<file path="config.mk">
export PLATFORM = sky130hd
export DESIGN_NAME = brownout_poweron_detect_ctrl
export DESIGN_NICKNAME = d
export VERILOG_FILES = /design/src/rtl/bo_detect_pkg.sv /design/src/rtl/bo_detect_ctrl.sv /design/src/rtl/bo_sync2.sv
export VERILOG_INCLUDE_DIRS = /design/src /design/src/rtl
export SDC_FILE = /design/constraint.sdc
export NUM_CORES = 1
export LEC_CHECK = 0
export BUFFER_PORTS_ARGS = -buffer_cell sky130_fd_sc_hd__clkbuf_2
export CORE_UTILIZATION = 36
export CTS_CLUSTER_SIZE = 30
export DETAILED_ROUTE_END_ITERATION = 16
export PLACE_DENSITY_LB_ADDON = 0.2
export SETUP_SLACK_MARGIN = 0.5
export SLEW_MARGIN = 15
export SYNTH_ARGS = -nofsm -noshare
export SYNTH_HDL_FRONTEND = slang
export SYNTH_SLANG_ARGS = --single-unit
</file>
<file path="constraint.sdc">
create_clock -name pclk -period 1.2 [get_ports pclk]
set_input_delay 0.18 -clock pclk [delete_from_list [all_inputs] [get_ports pclk]]
set_output_delay 0.18 -clock pclk [all_outputs]
set_load 0.01 [all_outputs]
</file>
<file path="src/rtl/bo_detect_cfg.svh">
// Purpose: constants for the brownout and power-on detect controller
// Assumes: 32-bit APB, one word per register, byte addresses below
// Notes: bit positions follow the power, irq enable and reset source layouts
`ifndef BO_DETECT_CFG_SVH
`define BO_DETECT_CFG_SVH
`define ADDR_POWER_CONTROL 12'h000
`define ADDR_IRQ_ENABLE0 12'h004
`define ADDR_RESET_SOURCE 12'h008
`define ADDR_STATUS 12'h00C
`define BIT_MODE_LO 0
`define BIT_MODE_HI 1
`define BIT_IRQ_SELECT 4
`define BIT_DETECT_PD 5
`define BIT_BO_IRQ_EN 5
`define BIT_GLOBAL_EN 7
`define BIT_POWERON_FLAG 4
`define BIT_BO_FLAG 5
`define MODE_TOTAL_PD 2'h3
`define POWER_CONTROL_RST 8'h00
`define IRQ_ENABLE0_RST 8'h00
`endif

</file>
<file path="src/rtl/bo_detect_pkg.sv">
// Purpose: types for the brownout and power-on detect controller
// Assumes: nothing
// Notes: mode encoding of the power reduction field
package bo_detect_pkg;
	typedef enum logic [1:0] {
		mode_normal = 2'h0,
		mode_idle = 2'h1,
		mode_powerdown = 2'h2,
		mode_total_pd = 2'h3
	} power_mode_t;
endpackage

</file>
<file path="src/rtl/bo_detect_ctrl.sv">
// Purpose: brownout and power-on detect control with APB registers
// Assumes: comparator and power-on detector are async levels
// Notes: analog trip levels and power mode behaviour are outside
//
// The register offsets and the APB register port were chosen for this implementation.
`timescale 1ns/1ps
`include "bo_detect_cfg.svh"
module brownout_poweron_detect_ctrl
	import bo_detect_pkg::*;
(
	input wire logic pclk, // system clock 100 MHz
	input wire logic presetn, // async reset, active low
	input wire logic psel, // apb select
	input wire logic penable, // apb access phase
	input wire logic pwrite, // apb write
	input wire logic [11:0] paddr, // apb byte address
	input wire logic [31:0] pwdata, // apb write data
	output logic [31:0] prdata, // apb read data
	output logic pready, // apb ready
	output logic pslverr, // apb error
	input wire logic bo_nv_config, // nonvolatile config, 1 = programmed
	input wire logic supply_below_trip, // comparator: supply below trip
	input wire logic poweron_detect, // initial power-up detected
	output logic bo_reset_req, // processor reset request
	output logic bo_irq_req, // brownout interrupt request
	output logic bo_detect_active // detection circuitry enabled
);
	logic [1:0] power_reduce_mode; // power reduction mode field
	logic bo_irq_select; // route brownout to interrupt
	logic bo_detect_powerdown; // brownout detect power-down
	logic bo_irq_enable; // brownout interrupt enable
	logic global_irq_enable; // global interrupt enable
	logic bo_flag; // sticky brownout flag
	logic poweron_flag; // sticky power-on flag
	logic cfg_sync; // synchronised config bit
	logic below_sync; // synchronised comparator
	logic por_sync; // synchronised power-on detect
	logic por_seen; // power-on level seen last cycle
	logic next_por_seen;
	logic [1:0] next_power_reduce_mode;
	logic next_bo_irq_select;
	logic next_bo_detect_powerdown;
	logic next_bo_irq_enable;
	logic next_global_irq_enable;
	logic next_bo_flag;
	logic next_poweron_flag;
	logic [31:0] next_prdata;
	logic next_pslverr;
	logic next_reset_req;
	logic next_irq_req;
	logic next_active;
	logic detect_en; // detection enabled now
	logic brownout; // brownout condition now
	logic por_rise; // power-on event pulse
	logic wr_access; // apb write access phase
	logic rd_access; // apb read setup phase, data registered for the access edge
	logic wr_setup; // apb write setup phase, error registered for the access edge
	logic addr_ok; // address is mapped
	power_mode_t mode; // decoded mode field

	// synchronisers for the three asynchronous inputs
	bo_sync2 cfg_sy (.pclk(pclk), .presetn(presetn), .d(bo_nv_config), .q(cfg_sync));
	bo_sync2 bel_sy (.pclk(pclk), .presetn(presetn), .d(supply_below_trip), .q(below_sync));
	bo_sync2 por_sy (.pclk(pclk), .presetn(presetn), .d(poweron_detect), .q(por_sync));

	assign mode = power_mode_t'(power_reduce_mode);
	assign wr_access = psel && penable && pwrite;
	assign rd_access = psel && !penable && !pwrite;
	assign wr_setup = psel && !penable && pwrite;
	assign por_rise = por_sync && !por_seen;

	// detection enable and brownout condition
	always_comb begin
		detect_en = cfg_sync && (mode != mode_total_pd) && !bo_detect_powerdown;
		brownout = detect_en && below_sync;
	end

	// apb address decode
	always_comb begin
		unique case (paddr)
			`ADDR_POWER_CONTROL, `ADDR_IRQ_ENABLE0, `ADDR_RESET_SOURCE, `ADDR_STATUS: begin
				addr_ok = 1'b1;
			end
			default: begin
				addr_ok = 1'b0;
			end
		endcase
	end

	// control register next values
	always_comb begin
		next_power_reduce_mode = power_reduce_mode;
		next_bo_irq_select = bo_irq_select;
		next_bo_detect_powerdown = bo_detect_powerdown;
		next_bo_irq_enable = bo_irq_enable;
		next_global_irq_enable = global_irq_enable;
		if (wr_access && paddr == `ADDR_POWER_CONTROL) begin
			next_power_reduce_mode = pwdata[`BIT_MODE_HI:`BIT_MODE_LO];
			next_bo_irq_select = pwdata[`BIT_IRQ_SELECT];
			next_bo_detect_powerdown = pwdata[`BIT_DETECT_PD];
		end
		if (wr_access && paddr == `ADDR_IRQ_ENABLE0) begin
			next_bo_irq_enable = pwdata[`BIT_BO_IRQ_EN];
			next_global_irq_enable = pwdata[`BIT_GLOBAL_EN];
		end
	end

	// sticky flag next values; hardware set wins over software clear
	always_comb begin
		next_bo_flag = bo_flag;
		next_poweron_flag = poweron_flag;
		next_por_seen = por_sync;
		if (wr_access && paddr == `ADDR_RESET_SOURCE && !pwdata[`BIT_BO_FLAG]) begin
			next_bo_flag = 1'b0;
		end
		if (wr_access && paddr == `ADDR_RESET_SOURCE && !pwdata[`BIT_POWERON_FLAG]) begin
			next_poweron_flag = 1'b0;
		end
		if (brownout) begin
			next_bo_flag = 1'b1;
		end
		if (por_rise) begin
			next_poweron_flag = 1'b1;
			// programmed config also sets brownout flag
			if (cfg_sync) begin
				next_bo_flag = 1'b1;
			end
		end
	end

	// response outputs and read data
	always_comb begin
		next_reset_req = brownout && !bo_irq_select;
		// irq path gated by all enables
		next_irq_req = detect_en && bo_irq_select && bo_irq_enable && global_irq_enable &&
			(bo_flag || brownout);
		next_active = detect_en;
		next_prdata = 32'h0000_0000;
		next_pslverr = 1'b0;
		if (rd_access) begin
			unique case (paddr)
				`ADDR_POWER_CONTROL: begin
					next_prdata[`BIT_MODE_HI:`BIT_MODE_LO] = power_reduce_mode;
					next_prdata[`BIT_IRQ_SELECT] = bo_irq_select;
					next_prdata[`BIT_DETECT_PD] = bo_detect_powerdown;
				end
				`ADDR_IRQ_ENABLE0: begin
					next_prdata[`BIT_BO_IRQ_EN] = bo_irq_enable;
					next_prdata[`BIT_GLOBAL_EN] = global_irq_enable;
				end
				`ADDR_RESET_SOURCE: begin
					next_prdata[`BIT_BO_FLAG] = bo_flag;
					next_prdata[`BIT_POWERON_FLAG] = poweron_flag;
				end
				`ADDR_STATUS: begin
					next_prdata[0] = detect_en;
					next_prdata[1] = below_sync;
					next_prdata[2] = cfg_sync;
				end
				default: begin
					next_pslverr = 1'b1;
				end
			endcase
		end
		// decode in setup so the answer stands at the completing edge
		if (wr_setup && !addr_ok) begin
			next_pslverr = 1'b1;
		end
	end

	// register all state
	always_ff @(posedge pclk or negedge presetn) begin
		if (!presetn) begin
			power_reduce_mode <= 2'h0;
			bo_irq_select <= 1'b0;
			bo_detect_powerdown <= 1'b0;
			bo_irq_enable <= 1'b0;
			global_irq_enable <= 1'b0;
			bo_flag <= 1'b0;
			poweron_flag <= 1'b0;
			por_seen <= 1'b0;
			prdata <= 32'h0000_0000;
			pslverr <= 1'b0;
			pready <= 1'b0;
			bo_reset_req <= 1'b0;
			bo_irq_req <= 1'b0;
			bo_detect_active <= 1'b0;
		end else begin
			power_reduce_mode <= next_power_reduce_mode;
			bo_irq_select <= next_bo_irq_select;
			bo_detect_powerdown <= next_bo_detect_powerdown;
			bo_irq_enable <= next_bo_irq_enable;
			global_irq_enable <= next_global_irq_enable;
			bo_flag <= next_bo_flag;
			poweron_flag <= next_poweron_flag;
			por_seen <= next_por_seen;
			prdata <= next_prdata;
			pslverr <= next_pslverr;
			pready <= 1'b1;
			bo_reset_req <= next_reset_req;
			bo_irq_req <= next_irq_req;
			bo_detect_active <= next_active;
		end
	end

	reset_follow_a: assert property (@(posedge pclk) disable iff (!presetn)
		(brownout && !bo_irq_select) |=> bo_reset_req) else $error("no brownout reset");
	sel_blocks_reset_a: assert property (@(posedge pclk) disable iff (!presetn)
		bo_irq_select |=> !bo_reset_req) else $error("reset while irq selected");
	cfg_off_quiet_a: assert property (@(posedge pclk) disable iff (!presetn)
		!cfg_sync |=> !bo_detect_active && !bo_reset_req) else $error("active unconfigured");
	mode_off_a: assert property (@(posedge pclk) disable iff (!presetn)
		(power_reduce_mode == 2'h3) |=> !bo_detect_active) else $error("active in mode 11");
	pd_off_a: assert property (@(posedge pclk) disable iff (!presetn)
		bo_detect_powerdown |=> !bo_irq_req && !bo_reset_req) else $error("response in pd");
	flag_set_a: assert property (@(posedge pclk) disable iff (!presetn)
		brownout |=> bo_flag) else $error("brownout flag not set");
	flag_hold_a: assert property (@(posedge pclk) disable iff (!presetn)
		(bo_flag && !(wr_access && paddr == `ADDR_RESET_SOURCE)) |=> bo_flag)
		else $error("brownout flag lost");
	por_hold_a: assert property (@(posedge pclk) disable iff (!presetn)
		(poweron_flag && !(wr_access && paddr == `ADDR_RESET_SOURCE)) |=> poweron_flag)
		else $error("power-on flag lost");
	por_both_a: assert property (@(posedge pclk) disable iff (!presetn)
		(por_rise && cfg_sync) |=> bo_flag && poweron_flag) else $error("flags not both set");
	irq_gate_a: assert property (@(posedge pclk) disable iff (!presetn)
		bo_irq_req |-> $past(bo_irq_enable) && $past(global_irq_enable) && $past(bo_irq_select))
		else $error("irq without enables");
endmodule

</file>
<file path="src/rtl/bo_sync2.sv">
// Purpose: two-flop synchroniser for asynchronous level inputs
// Assumes: one clock, active-low asynchronous reset
// Notes: first stage is read only by the second stage
`timescale 1ns/1ps
module bo_sync2 (
	input wire logic pclk, // system clock
	input wire logic presetn, // async reset, active low
	input wire logic d, // asynchronous level
	output logic q // synchronised level
);
	logic stage1; // first stage, metastable hazard
	logic next_stage1; // next first stage
	logic next_q; // next second stage

	// next values: plain shift
	always_comb begin
		next_stage1 = d;
		next_q = stage1;
	end

	// register both stages
	always_ff @(posedge pclk or negedge presetn) begin
		if (!presetn) begin
			stage1 <= 1'b0;
			q <= 1'b0;
		end else begin
			stage1 <= next_stage1;
			q <= next_q;
		end
	end
endmodule

</file>
==> flow_summary.ini <==
[pwr]
p_switching_mw = 0.379
p_clk_share_pct = 26.8
peakVddDrop_v = 0.000843
p_leak_nw = 0.914
power-per-cell-area_nw_per_um2 = 855
p_comb_share_pct = 15.9
p_sw_share_pct = 24.1
p_int_mw = 1.20
seq_power_share_pct = 57.3

[timing]
fin_crit_ns = 1.38
fmax_ghz = 0.724
fin_crit_sh_pct = 115
fin_ws_ns = -0.181
setup_tns_ns = -1.13
setup_viol = 8
maxSlewViolCount = 0
clock_skew_ns = 0.00482
rsz0062_at_grt = yes
hold_viol_final = 0

[routing]
wirelength_um = 2480
vias = 969
drcViolationCount = 0
ant_nets = 0
via_per_inst = 4.38
dr.pass1.iters = 4
initialDrtViolationCount = 15
wire_per_inst_um = 11.2

[clock_tree]
cts_sinks = 26
max-clock-path-buffers = 2
cts_root_buf = clkbuf_4
cts_tree = built
clk_pin_slew_worst_paths_ns = 0.13
cts_made_buffers = 3
clock_latency_ns = 0.31
htree_levels = 1

[setup_path]
critPathLaunchType = primary input
crit_arrival_ns = 1.59
critPathBufInv = 2
critical_path.top_delay_family = simple AND/OR/NAND/NOR gates
critPathMaxFanout = 4
critPathCaptureType = register
crit_chain = buf_6 > or4_4 > nor4_4 > buf_4 > mux2_4
required_ns = 1.41
worstSetupPathType = in2reg
cp_slowest_cell = or4_4
critPathMaxStageDelay_ns = 0.57

[placed_design]
place_inst = 208
port_buffers = 35
dpl_cell_area_um2 = 1570
place_congestion = 0.758
dp_hpwl_um = 1770

[floorplanning]
die_h_um = 61.1
core_um2 = 3340
die_area_um2 = 3730
initial_core_util_pct = 37.7
die_width_um = 61.1
num_rows = 21
pin_count = 89

[yosys]
synth_ff_type = dfrtp_1
ys_warn_count = 0
synth_cell_type_count = 29
synth_edf_count = 0
ys_ff_latch = 26
synth_async_sr_flop_share_pct = 100
synthCells = 111
syn_area_per_cell_um2 = 11.3
synthesis.area_um2 = 1260
ys_seq_area_share_pct = 51.7

[min_path]
min_path_type = in2reg

[final_layout]
top_register = prdata
syn2layout_area_growth_pct = 46.6
insertedDiodeCount = 0
stdcell_area_um2 = 1840
final_common_cell = conb_1
largest_reg_flops = 6
nets = 228
stdcell_count = 221
final_cell_mix = conb_1 (27), dfrtp_1 (26), clkbuf_2 (18)
utilization_pct = 55.2
layout-drive-gt1-share_pct = 50.3

[outcome]
outcome = complete, but fails checks
violations = negative setup slack

[grt]
antenna_found_initial = 0
grt_first_pass_wirelength_um = 3830
grt_pass1_vias = 830
globalRouteOverflowTotal = 0
grt_max_degree = 27
grtUsageTotal_pct = 14.0

[flow_run]
drv_cap = 0
[cell usage after synthesis (all sizes together) (3+ instances only)]
| cell type | count | area (µm²) |
|---|---|---|
| buf | 27 | 200 |
| dfrtp | 26 | 651 |
| nor2 | 8 | 30.0 |
| mux2 | 6 | 82.6 |
| nand2 | 6 | 22.5 |
| nor4 | 5 | 52.6 |
| nand3 | 4 | 20.0 |
| a21oi | 3 | 15.0 |
| inv | 3 | 11.3 |
| nor2b | 3 | 18.8 |
| or4 | 3 | 30.0 |
[per-stage QoR]
stage	hold slack, ns	worst slack (ns)	total power [mW]
2_1_floorplan	-0.116	-0.420	1.07
3_3_place_gp	0.183	-0.542	1.13
3_5_place_dp	0.191	-0.559	1.13
4_1_cts	0.0880	-0.163	1.58
5_1_grt	0.0631	-0.184	1.67
6_report	0.104	-0.181	1.58
[power groups by stage]
stage / Sequential (mW) / Combinational [mW] / Clock, mW
after floorplan: 0.922 / 0.150 / 0
after global placement: 0.919 / 0.206 / 0
after detailed placement: 0.920 / 0.208 / 0
after CTS: 0.903 / 0.235 / 0.446
after global routing: 0.906 / 0.280 / 0.486
final: 0.903 / 0.251 / 0.422
[cell families (layout without fill, tap and decap cells)]
kind of cell	Yosys count	in the layout	synth area share (%)
buf+inv	31	70	17.1
mux	8	8	8.16
other cells	2	27	0.597
compound gates	8	8	4.48
flops	26	26	51.7
simple gates	36	36	17.9
[path summary, 6_finish.rpt]
path / slack [ns] / depth (start not counted) / from / to
worst min register to register: 0.36 / 0 / bel_sy.next_q / bel_sy.q
worst max-delay path: -0.18 / 5 / paddr[11] / bo_irq_select
min in group asynchronous: 0.38 / 3 / presetn / mode[0]
max in group asynchronous: 0.58 / 3 / presetn / pready
worst max register to register: 0.11 / 3 / bo_flag / prdata[5]
worst min-delay path: 0.10 / 2 / pwdata[0] / mode[0]
[routing by layer]
layer | part of all wire (%) | vias up | track usage [%]
met5 | 0 | - | 0
met4 | 1.6 | 0 | 3.25
met3 | 4.2 | 4 | 4.41
met2 | 52 | 32 | 23.0
met1 | 42 | 475 | 18.2
li1 | - | 458 | -
[area by class of cell]
cell class	instances	area, µm²
fill	307	1490
inverter	3	11.3
sequential	26	651
timing repair buffer	63	474
multi-input combinational	79	613
clock buffer	4	36.3
tap	46	57.6
[what timing repair did]
item                                    4_1_cts  5_1_grt
setup buffers                                 3        2
hold buffers                                  4        0
cloned                                        0        0
resized for setup                            14       32
endpoints found under the setup margin       28       29
pin swaps                                    10        8
hold endpoints to repair                     29        0
Power figures use the tool's default switching activity.
